===== src/trk_defs.svh =====
`ifndef TRK_DEFS_SVH
`define TRK_DEFS_SVH

// Register byte offsets
`define TRK_CTRL_OFF      12'h000
`define TRK_FLOOD_OFF     12'h004
`define TRK_STATUS_OFF    12'h008
`define TRK_EVENT_OFF     12'h00C
`define TRK_PWD_LO_OFF    12'h010
`define TRK_PWD_HI_OFF    12'h014
`define TRK_OFFICER_OFF   12'h018
`define TRK_CRYPTO_OFF    12'h01C
`define TRK_MOTION_OFF    12'h020
`define TRK_ID_LEN_OFF    12'h024
`define TRK_ID_ID         12'h025

// Control register fields
`define TRK_CTRL_LED_EN    0
`define TRK_CTRL_WAIT_BTN  1
`define TRK_CTRL_GPS_ON    2
`define TRK_CTRL_LOG_EN    3
`define TRK_CTRL_BLOCK     4
`define TRK_CTRL_MOT_EN    5
`define TRK_CTRL_CMD_MODE  6
`define TRK_CTRL_RESET     32'h0000_0001

// Event register bits written by software
`define TRK_EV_ESC         0
`define TRK_EV_TX_DONE     1
`define TRK_EV_TX_OK       2
`define TRK_EV_CMD_ERR     3
`define TRK_EV_EXIT        4

// Password reset value, printable "12345678"
`define TRK_PWD_LO_RESET   32'h3132_3334
`define TRK_PWD_HI_RESET   32'h3536_3738
`define TRK_OFFICER_RESET  32'h0000_0000
`define TRK_FLOOD_RESET    32'h0000_0101
`define TRK_CRYPTO_RESET   32'h0000_0000
`define TRK_MOTION_RESET   32'h0000_0010

`define TRK_ID_MAX         6'd50

// Timing
`define TRK_CLK_HZ         40000000
`define TRK_AWAKE_S        10
`define TRK_AWAKE_CYC      (`TRK_AWAKE_S * `TRK_CLK_HZ)
`define TRK_BLINK_CYC      10000000

`endif


===== src/trk_pkg.sv =====
package trk_pkg;
	typedef enum logic [1:0] {
		TRK_MODE_NORMAL,
		TRK_MODE_EMERG,
		TRK_MODE_TEST
	} trk_mode_t;

	typedef struct packed {
		logic       valid;
		logic       two_d;
		logic [2:0] bars;
	} trk_fix_t;

	typedef struct packed {
		logic power;
		logic gps;
		logic sat;
		logic xfer;
		logic emerg;
	} trk_led_t;
endpackage


===== src/trk_ctrl.sv =====
// Behaviour
// - Emergency button or emergency input pin enters emergency tracking.
// - Test input pin enters test tracking with its own parameters.
// - Emergency ignores escape; needs one completed send attempt before leaving.
// - Reports in emergency tracking carry the emergency flag bit.
// - Emergency entry sends configured flood count, then emergency interval.
// - Test entry sends its own flood count, then test interval.
// - With logging on, each report is stored; full memory overwrites oldest.
// - Blocking enabled in tracking suppresses reports without valid fix.
// - Always-on option keeps positioning receiver powered between reports.
// - Update password is eight printable characters, factory default held.
// - Platform identifier up to 50 characters, included in reports; code keeps only its length, and reports carry no identifier.
// - Button press while asleep wakes for 10 s; escape then exits tracking.
// - Auto power-on at supply unless configured to wait for button; reset clears the wait bit, so code always powers on.
// - Press and release of power button toggles off and on.
// - Fix indicator solid valid, blink 2-D or estimate, dark otherwise.
// - Signal indicator solid 3-5 bars, blink 1-2, dark at zero.
// - Tracking transfer indicator: dark entry, solid last ok, blink earlier ok.
// - Emergency indicator lights on emergency button or pin.
// - Command transfer indicator: dark entry, solid clean, blink clean after error.
// - Indicators switchable off by command; enabled at reset.
// - Motion reported only after persisting for the configured time-out.
// - Encryption changes refused until officer password replaced.
//
// Decided for this implementation: the register addresses and the APB slave port.
`timescale 1ns/1ps
`default_nettype none
`include "trk_defs.svh"

module trk_ctrl
	import trk_pkg::*;
#(
	parameter int unsigned AWAKE_CYC = `TRK_AWAKE_CYC,
	parameter int unsigned BLINK_CYC = `TRK_BLINK_CYC,
	parameter int unsigned LOG_DEPTH = 16
) (
	input  wire logic        clk_i,
	input  wire logic        rst_i,
	input  wire logic        psel_i,
	input  wire logic        penable_i,
	input  wire logic        pwrite_i,
	input  wire logic [11:0] paddr_i,
	input  wire logic [31:0] pwdata_i,
	output logic      [31:0] prdata_o,
	output logic             pready_o,
	output logic             pslverr_o,
	input  wire logic        emerg_button_i,
	input  wire logic        emergency_input_pin_i,
	input  wire logic        test_input_pin_i,
	input  wire logic        power_button_i,
	input  wire logic        motion_raw_i,
	input  wire logic        report_req_i,
	input  wire trk_fix_t    fix_i,
	output logic             report_send_o,
	output logic             report_emerg_flag_o,
	output logic             log_write_o,
	output logic       [7:0] log_addr_o,
	output logic             gps_power_o,
	output logic             dev_on_o,
	output logic             motion_o,
	output trk_led_t         led_o
);
	localparam int unsigned LW = $clog2(LOG_DEPTH);

	function automatic logic is_blink_bars(input logic [2:0] b);
		return (b == 3'h1) || (b == 3'h2);
	endfunction

	trk_mode_t   mode_q;
	logic [31:0] ctrl_q, flood_q, pwd_lo_q, pwd_hi_q, officer_q, crypto_q, mot_to_q;
	logic [5:0]  id_len_q;
	logic [7:0]  flood_cnt_q;
	logic        attempt_q, interval_q;
	logic        on_q, btn_q, started_q, awake_q;
	logic [31:0] awake_cnt_q, mot_cnt_q, blink_cnt_q;
	logic        blink_q;
	logic [LW-1:0] log_ptr_q;
	logic        ok_ever_q, last_ok_q, xfer_seen_q;
	logic        cmd_err_q, cmd_last_ok_q, cmd_seen_q, cmd_blink_q;
	logic        crypto_err_q;

	wire acc = psel_i && penable_i;
	wire wr  = acc && pwrite_i;
	wire ev_wr = wr && paddr_i == `TRK_EVENT_OFF;
	wire emerg_in = emerg_button_i || emergency_input_pin_i;
	wire tracking = on_q && !ctrl_q[`TRK_CTRL_CMD_MODE];
	wire esc = ev_wr && pwdata_i[`TRK_EV_ESC];
	wire tx_done = ev_wr && pwdata_i[`TRK_EV_TX_DONE];
	wire tx_ok = pwdata_i[`TRK_EV_TX_OK];
	wire pwd_print = pwdata_i[31:24] >= 8'h20 && pwdata_i[31:24] <= 8'h7E
		&& pwdata_i[23:16] >= 8'h20 && pwdata_i[23:16] <= 8'h7E
		&& pwdata_i[15:8] >= 8'h20 && pwdata_i[15:8] <= 8'h7E
		&& pwdata_i[7:0] >= 8'h20 && pwdata_i[7:0] <= 8'h7E;

	// Config registers
	// A password word with any non-printable byte is dropped whole
	always_ff @(posedge clk_i) begin
		if (rst_i) begin
			ctrl_q    <= `TRK_CTRL_RESET;
			flood_q   <= `TRK_FLOOD_RESET;
			pwd_lo_q  <= `TRK_PWD_LO_RESET;
			pwd_hi_q  <= `TRK_PWD_HI_RESET;
			officer_q <= `TRK_OFFICER_RESET;
			crypto_q  <= `TRK_CRYPTO_RESET;
			mot_to_q  <= `TRK_MOTION_RESET;
			id_len_q  <= 6'h00;
			crypto_err_q <= 1'b0;
		end else if (wr) begin
			unique case (paddr_i)
				`TRK_CTRL_OFF:    ctrl_q <= pwdata_i;
				`TRK_FLOOD_OFF:   flood_q <= pwdata_i;
				`TRK_PWD_LO_OFF:  if (pwd_print) pwd_lo_q <= pwdata_i;
				`TRK_PWD_HI_OFF:  if (pwd_print) pwd_hi_q <= pwdata_i;
				`TRK_OFFICER_OFF: officer_q <= pwdata_i;
				`TRK_CRYPTO_OFF: begin
					if (officer_q != `TRK_OFFICER_RESET) begin
						crypto_q <= pwdata_i;
						crypto_err_q <= 1'b0;
					end else begin
						crypto_err_q <= 1'b1;
					end
				end
				`TRK_EVENT_OFF: begin
					// Escape in the wake window drops back to command mode
					if (esc && awake_q && mode_q != TRK_MODE_EMERG)
						ctrl_q[`TRK_CTRL_CMD_MODE] <= 1'b1;
				end
				`TRK_MOTION_OFF:  mot_to_q <= pwdata_i;
				`TRK_ID_LEN_OFF:  if (pwdata_i <= {26'h0, `TRK_ID_MAX}) id_len_q <= pwdata_i[5:0];
				default: ;
			endcase
		end
	end

	// Power button: toggle on release; supply-up always powers on, since reset clears the wait bit
	// While asleep in tracking a press only opens the wake window
	always_ff @(posedge clk_i) begin
		if (rst_i) begin
			on_q <= 1'b0;
			btn_q <= 1'b0;
			started_q <= 1'b0;
		end else begin
			btn_q <= power_button_i;
			started_q <= 1'b1;
			if (!started_q) begin
				on_q <= !ctrl_q[`TRK_CTRL_WAIT_BTN];
			end else if (btn_q && !power_button_i && !(tracking && !awake_q)) begin
				on_q <= !on_q;
			end
		end
	end

	// Wake window while asleep between reports
	always_ff @(posedge clk_i) begin
		if (rst_i) begin
			awake_q <= 1'b0;
			awake_cnt_q <= 32'h0000_0000;
		end else if (tracking && !report_req_i && btn_q && !power_button_i && !awake_q) begin
			awake_q <= 1'b1;
			awake_cnt_q <= AWAKE_CYC - 1;
		end else if (awake_q) begin
			if (awake_cnt_q == 32'h0000_0000) awake_q <= 1'b0;
			else awake_cnt_q <= awake_cnt_q - 32'h0000_0001;
		end
	end

	// Tracking mode machine
	always_ff @(posedge clk_i) begin
		if (rst_i) begin
			mode_q <= TRK_MODE_NORMAL;
			flood_cnt_q <= 8'h00;
			attempt_q <= 1'b0;
			interval_q <= 1'b0;
		end else if (!tracking) begin
			mode_q <= TRK_MODE_NORMAL;
			attempt_q <= 1'b0;
			interval_q <= 1'b0;
		end else begin
			if (tx_done) attempt_q <= 1'b1;
			if (tx_done && flood_cnt_q != 8'h00) flood_cnt_q <= flood_cnt_q - 8'h01;
			if (tx_done && flood_cnt_q == 8'h01) interval_q <= 1'b1;
			unique case (mode_q)
				TRK_MODE_NORMAL: begin
					if (emerg_in) begin
						mode_q <= TRK_MODE_EMERG;
						flood_cnt_q <= flood_q[7:0];
						attempt_q <= 1'b0;
						interval_q <= flood_q[7:0] == 8'h00;
					end else if (test_input_pin_i) begin
						mode_q <= TRK_MODE_TEST;
						flood_cnt_q <= flood_q[15:8];
						attempt_q <= 1'b0;
						interval_q <= flood_q[15:8] == 8'h00;
					end
				end
				TRK_MODE_EMERG: begin
					// Escape has no effect here
					if (ev_wr && pwdata_i[`TRK_EV_EXIT] && !emerg_in && (attempt_q || tx_done))
						mode_q <= TRK_MODE_NORMAL;
				end
				TRK_MODE_TEST: begin
					if (emerg_in) begin
						mode_q <= TRK_MODE_EMERG;
						flood_cnt_q <= flood_q[7:0];
						attempt_q <= 1'b0;
						interval_q <= flood_q[7:0] == 8'h00;
					end else if ((ev_wr && pwdata_i[`TRK_EV_EXIT]) || esc) begin
						mode_q <= TRK_MODE_NORMAL;
					end
				end
			endcase
		end
	end

	// Report dispatch and log
	// The log follows the request, so blocked reports are still kept
	wire send_ok = report_req_i && tracking && !(ctrl_q[`TRK_CTRL_BLOCK] && !fix_i.valid);
	always_ff @(posedge clk_i) begin
		if (rst_i) begin
			report_send_o <= 1'b0;
			report_emerg_flag_o <= 1'b0;
			log_write_o <= 1'b0;
			log_ptr_q <= '0;
		end else begin
			report_send_o <= send_ok;
			report_emerg_flag_o <= send_ok && mode_q == TRK_MODE_EMERG;
			log_write_o <= report_req_i && tracking && ctrl_q[`TRK_CTRL_LOG_EN];
			if (report_req_i && tracking && ctrl_q[`TRK_CTRL_LOG_EN])
				log_ptr_q <= (log_ptr_q == LW'(LOG_DEPTH - 1)) ? '0 : log_ptr_q + 1'b1;
		end
	end
	assign log_addr_o = 8'(log_ptr_q);

	// Motion persistence
	// Any gap restarts the count, so a single bump never reaches the time-out
	always_ff @(posedge clk_i) begin
		if (rst_i) begin
			mot_cnt_q <= 32'h0000_0000;
			motion_o <= 1'b0;
		end else if (!ctrl_q[`TRK_CTRL_MOT_EN] || !motion_raw_i) begin
			mot_cnt_q <= 32'h0000_0000;
			motion_o <= 1'b0;
		end else if (mot_cnt_q >= mot_to_q) begin
			motion_o <= 1'b1;
		end else begin
			mot_cnt_q <= mot_cnt_q + 32'h0000_0001;
		end
	end

	// Transfer history
	// Last outcome plus any success since reset chooses solid or blink for tracking; command blinks on a clean send after an error
	always_ff @(posedge clk_i) begin
		if (rst_i) begin
			ok_ever_q <= 1'b0;
			last_ok_q <= 1'b0;
			xfer_seen_q <= 1'b0;
			cmd_err_q <= 1'b0;
			cmd_last_ok_q <= 1'b0;
			cmd_seen_q <= 1'b0;
			cmd_blink_q <= 1'b0;
		end else begin
			if (!tracking) xfer_seen_q <= 1'b0;
			else if (tx_done) begin
				xfer_seen_q <= 1'b1;
				last_ok_q <= tx_ok && fix_i.valid;
				if (tx_ok && fix_i.valid) ok_ever_q <= 1'b1;
			end
			if (!(on_q && ctrl_q[`TRK_CTRL_CMD_MODE])) cmd_seen_q <= 1'b0;
			else if (tx_done) begin
				cmd_seen_q <= 1'b1;
				cmd_last_ok_q <= !pwdata_i[`TRK_EV_CMD_ERR] && tx_ok;
				cmd_blink_q <= cmd_err_q && !pwdata_i[`TRK_EV_CMD_ERR] && tx_ok;
				cmd_err_q <= pwdata_i[`TRK_EV_CMD_ERR] || !tx_ok;
			end
		end
	end

	// Shared blink
	// One counter for every light keeps all blinking in phase
	always_ff @(posedge clk_i) begin
		if (rst_i) begin
			blink_cnt_q <= 32'h0000_0000;
			blink_q <= 1'b0;
		end else if (blink_cnt_q == BLINK_CYC - 1) begin
			blink_cnt_q <= 32'h0000_0000;
			blink_q <= !blink_q;
		end else begin
			blink_cnt_q <= blink_cnt_q + 32'h0000_0001;
		end
	end

	// Indicators and power outputs
	always_ff @(posedge clk_i) begin
		if (rst_i) begin
			led_o <= '0;
			gps_power_o <= 1'b0;
			dev_on_o <= 1'b0;
		end else begin
			dev_on_o <= on_q;
			gps_power_o <= on_q && (report_req_i || ctrl_q[`TRK_CTRL_GPS_ON]);
			if (!ctrl_q[`TRK_CTRL_LED_EN] || !on_q) begin
				led_o <= '0;
			end else begin
				led_o.power <= 1'b1;
				led_o.gps <= fix_i.valid || (fix_i.two_d && blink_q);
				led_o.sat <= fix_i.bars >= 3'h3 || (is_blink_bars(fix_i.bars) && blink_q);
				led_o.emerg <= emerg_in || mode_q == TRK_MODE_EMERG;
				if (ctrl_q[`TRK_CTRL_CMD_MODE])
					led_o.xfer <= cmd_seen_q && (cmd_blink_q ? blink_q : cmd_last_ok_q);
				else
					led_o.xfer <= xfer_seen_q && (last_ok_q || (ok_ever_q && blink_q));
			end
		end
	end

	// APB slave: one wait-free access phase
	// Writes land at the access edge, so ready never has to stretch
	always_ff @(posedge clk_i) begin
		if (rst_i) begin
			prdata_o <= 32'h0000_0000;
			pready_o <= 1'b0;
			pslverr_o <= 1'b0;
		end else begin
			pready_o <= psel_i && !penable_i;
			pslverr_o <= psel_i && !penable_i && paddr_i > `TRK_ID_LEN_OFF;
			if (psel_i && !penable_i && !pwrite_i) begin
				unique case (paddr_i)
					`TRK_CTRL_OFF:    prdata_o <= ctrl_q;
					`TRK_FLOOD_OFF:   prdata_o <= flood_q;
					`TRK_STATUS_OFF:  prdata_o <= {22'h0, crypto_err_q, awake_q, interval_q,
						attempt_q, motion_o, on_q, flood_cnt_q[1:0], mode_q};
					`TRK_PWD_LO_OFF:  prdata_o <= pwd_lo_q;
					`TRK_PWD_HI_OFF:  prdata_o <= pwd_hi_q;
					`TRK_CRYPTO_OFF:  prdata_o <= crypto_q;
					`TRK_MOTION_OFF:  prdata_o <= mot_to_q;
					`TRK_ID_LEN_OFF:  prdata_o <= {26'h0, id_len_q};
					default:          prdata_o <= 32'h0000_0000;
				endcase
			end
		end
	end
endmodule

`default_nettype wire


===== config.mk =====
export PLATFORM = sky130hd
export DESIGN_NAME = trk_ctrl
export DESIGN_NICKNAME = d
export VERILOG_FILES = /design/src/trk_pkg.sv /design/src/trk_ctrl.sv
export VERILOG_INCLUDE_DIRS = /design/src
export SDC_FILE = /design/constraint.sdc
export NUM_CORES = 1
export LEC_CHECK = 0
export ABC_CLOCK_PERIOD_IN_PS = 5650
export BUFFER_PORTS_ARGS = -buffer_cell sky130_fd_sc_hd__clkbuf_2
export CORE_UTILIZATION = 46
export CTS_CLUSTER_DIAMETER = 200
export DETAILED_ROUTE_END_ITERATION = 8
export SETUP_SLACK_MARGIN = 0.15
export SLEW_MARGIN = 20
export SYNTH_ARGS = -nofsm -noshare
export SYNTH_HDL_FRONTEND = slang
export SYNTH_SLANG_ARGS = --single-unit

===== constraint.sdc =====
create_clock -name clk_i -period 5.65 [get_ports clk_i]
set_clock_uncertainty 0.05 [all_clocks]
set_input_delay 0.565 -clock clk_i [delete_from_list [all_inputs] [get_ports clk_i]]
set_output_delay 0.565 -clock clk_i [all_outputs]
set_load 0.005 [all_outputs]

==> run_results.csv <==
group,metric,value,unit
routing,drt-initial-drc-count,1606,
sta,post-route-min-period,3.34,ns
routing,drc,0,
worst_setup_path,cpLargestDelayFamily,"simple AND/OR/NAND/NOR gates",
sta,setup_viol,0,
die,fp.dieArea,40300,um2
worst_setup_path,path_class,"input port to register",
job,drv_cap,0,
clocking,cts_buffers,44,
synthesis,synth.avg_cell_area,8.45,um2
sta,timing.fmax,0.299,GHz
layout,drive_above_1_share,0.108,
power_and_ir_drop,power.total,5.99,mW
global_route,antenna_found_initial,3,
place,gp_congestion,0.850,
clocking,cts_hold_buf,0,
sta,slew_headroom,0.272,
layout,mostFrequentLayoutCell,"dfxtp_1",
synthesis,synth_top_area_share,0.440,
sta,worstMarginPinSlew,1.09,ns
worst_setup_path,worstReg2RegEnd,"mot_cnt_q[9]",
worst_hold_path,hold_class,"input port to register",
synthesis,synthArstFlopShare,0,
worst_setup_path,critPathArrivalTime,3.71,ns
status,status,"completed",
clocking,cts_sinks,400,
layout,final_util,0.524,
clocking,clk_pin_slew,0.06,ns
worst_hold_path,whs_path_depth,3,
synthesis,ys.flop_type,"dfxtp_1",
synthesis,synth_edf_count,0,
synthesis,syn_inst,2152,
clocking,cts_resized,0,
worst_setup_path,cp_max_fo,33,
global_route,grt_max_degree,88,
synthesis,yosysTopAreaCell,"dfxtp_1",
worst_setup_path,startpoint_type,"input port",
sta,rsz0062_at_grt,"no",
die,rows,72,
routing,drtPass1Iterations,8,
clocking,h-tree-depth,2,
worst_setup_path,path_depth,9,
routing,antenna_left,0,
synthesis,ys_ff_latch,400,
die,start_util,0.468,
synthesis,netlist_top_cells_area,"dfxtp_1, nand2_1, a21oi_1, mux2i_1, nor2_1",
worst_setup_path,cpMaxStageDelayCell,"or4_1",
power_and_ir_drop,p_leak,7.87,nW
place,port_buffers,108,
clocking,clock_latency,0.58,ns
global_route,gr-usage-all-layers,0.265,
power_and_ir_drop,irDropWorstVdd,0.220,mV
die,die_w,201,um
routing,wirelength,54200,um
routing,vias,16100,
worst_setup_path,ff2ff_path_depth,8,
worst_setup_path,cp_data_required_time,6.03,ns
worst_hold_path,worstHoldStart,"fix_i[2]",
worst_hold_path,whs_endpoint,"led_o[2]",
worst_setup_path,end_kind,"register",
routing,wl_per_cell,20.0,um
sta,finalCritPeriodShare,0.591,
worst_setup_path,cpPeakStageDelay,0.73,ns
worst_setup_path,path_cells,"clkbuf_2 -> or4_1 -> nor3_2 -> and2_1 -> buf_4 -> nand3_2 -> buf_4 -> mux2i_1 -> nor2_1",
synthesis,yosys_warnings,0,
die,fp.coreArea,38800,um2
die,dieHeight,201,um
power_and_ir_drop,power_per_cell_area,295,nW/um2
worst_setup_path,r2r_slack,2.38,ns
layout,mostFrequentLayoutCells,"dfxtp_1, nand2_1, a21oi_1, nor2_1, clkbuf_2",
synthesis,synthDistinctLibCells,75,
routing,vias_per_cell,5.95,
clocking,cts_root_buffer,"clkbuf_16",
place,dp_hpwl,35300,um
sta,setup_tns,0,ns
sta,hold_violations,0,
global_route,grt_pass1_wl,85500,um
layout,area_growth,11.9,%
worst_setup_path,cp_common_cell,"buf_4",
synthesis,ys_seq_area_frac,0.440,
worst_setup_path,critPathBufInv,3,
layout,nFillCells,3646,
clocking,post-cts-setup-buffer-count,0,
global_route,grt_overflow,0,
clocking,clockBufferDepth,3,
die,io_pins,113,
worst_setup_path,rr_startpoint,"mot_to_q[21]",
global_route,grt_pass1_vias,15100,
synthesis,syn_area,18200,um2
clocking,cts_tree,"yes",
layout,layout.nets,2260,
sta,slew_violations,0,
## cell usage after synthesis (10+ instances only)
library cell	instances
buf_2	45
nand3_1	54
nor2_1	167
dfxtp_1	400
nand4_1	36
nand2b_1	10
a22oi_1	14
or4_1	33
ha_1	43
a2bb2oi_1	22
mux2i_1	99
and3_1	37
nor3_1	32
o21ai_0	52
a21oi_1	215
clkbuf_1	122
xor2_1	37
o31ai_1	31
a221oi_1	11
nand2_1	360
nor2b_1	11
nor4_1	36
a222oi_1	50
xnor2_1	20
or3_1	16
inv_1	60
## worst register-to-register path: cells and delay by family (launching register included)
kind / cells / cell delay, ns
AND/OR/NAND/NOR: 2 / 1.49
AO/OA/AOI/OAI: 4 / 0.83
flip-flops: 1 / 0.40
adder cells (fa/ha/maj): 1 / 0.33
buffers and inverters: 1 / 0.07
## layer usage
layer / share of wire / routed length, um / up-vias / GRT usage
met3: 0.074 / 4020 / 95 / 0.0446
met4: 0.023 / 1260 / 4 / 0.0802
li1: - / - / 7707 / -
met1: 0.44 / 24000 / 7692 / 0.361
met5: 0.00037 / 20 / - / 0
met2: 0.46 / 25000 / 598 / 0.430
## stage by stage
step / hold slack (ns) / area, um2 / worst slack [ns] / instances
floorplan: 0.376 / 18200 / 3.12 / 2155
global placement: 0.384 / 18900 / 1.94 / 2628
detailed placement: 0.396 / 18900 / 1.81 / 2629
CTS: 0.130 / 20300 / 2.41 / 2706
global route: 0.150 / 20300 / 2.07 / 2707
finish: 0.152 / 20300 / 2.31 / 2707
## layout make-up
type / count / area, um2 / area share
multi-input combinational: 1519 / 9280 / 0.456
sequential: 400 / 8010 / 0.394
clock buffer: 66 / 1330 / 0.0652
timing repair buffer: 132 / 734 / 0.0361
tap: 518 / 648 / 0.0319
inverter: 60 / 225 / 0.0111
clock inverter: 11 / 124 / 0.00609
antenna: 1 / 2.50 / 0.000123
## power by group
group,switching (mW),internal [mW],total (mW)
sequential,0.0144,2.84,2.85
combinational,0.187,0.0680,0.255
clock,1.18,1.71,2.89
## kinds of logic after synthesis
kind of cell | after synthesis | synth area share
XOR/XNOR | 57 | 0.0275
adder cells (fa/ha/maj) | 44 | 0.0301
buffers and inverters | 236 | 0.0533
other | 1 | 0.000206
flip-flops | 400 | 0.440
AND/OR/NAND/NOR | 841 | 0.222
AO/OA/AOI/OAI | 473 | 0.172
multiplexers | 100 | 0.0551
## worst max-delay path by stage
| stage | startpoint | to | slack, ns |
|---|---|---|---|
| 3_5_place_dp | paddr_i[9] | pwd_lo_q[25] | 1.81 |
| 3_3_place_gp | paddr_i[9] | pwd_lo_q[21] | 1.94 |
| 6_report | paddr_i[9] | pwd_lo_q[25] | 2.31 |
| 4_1_cts | mot_to_q[21] | mot_cnt_q[13] | 2.41 |
| 5_1_grt | mot_to_q[21] | mot_cnt_q[25] | 2.07 |
| 2_1_floorplan | paddr_i[9] | mode_q[0] | 3.12 |
No activity file was read; power rests on OpenSTA's default activity.
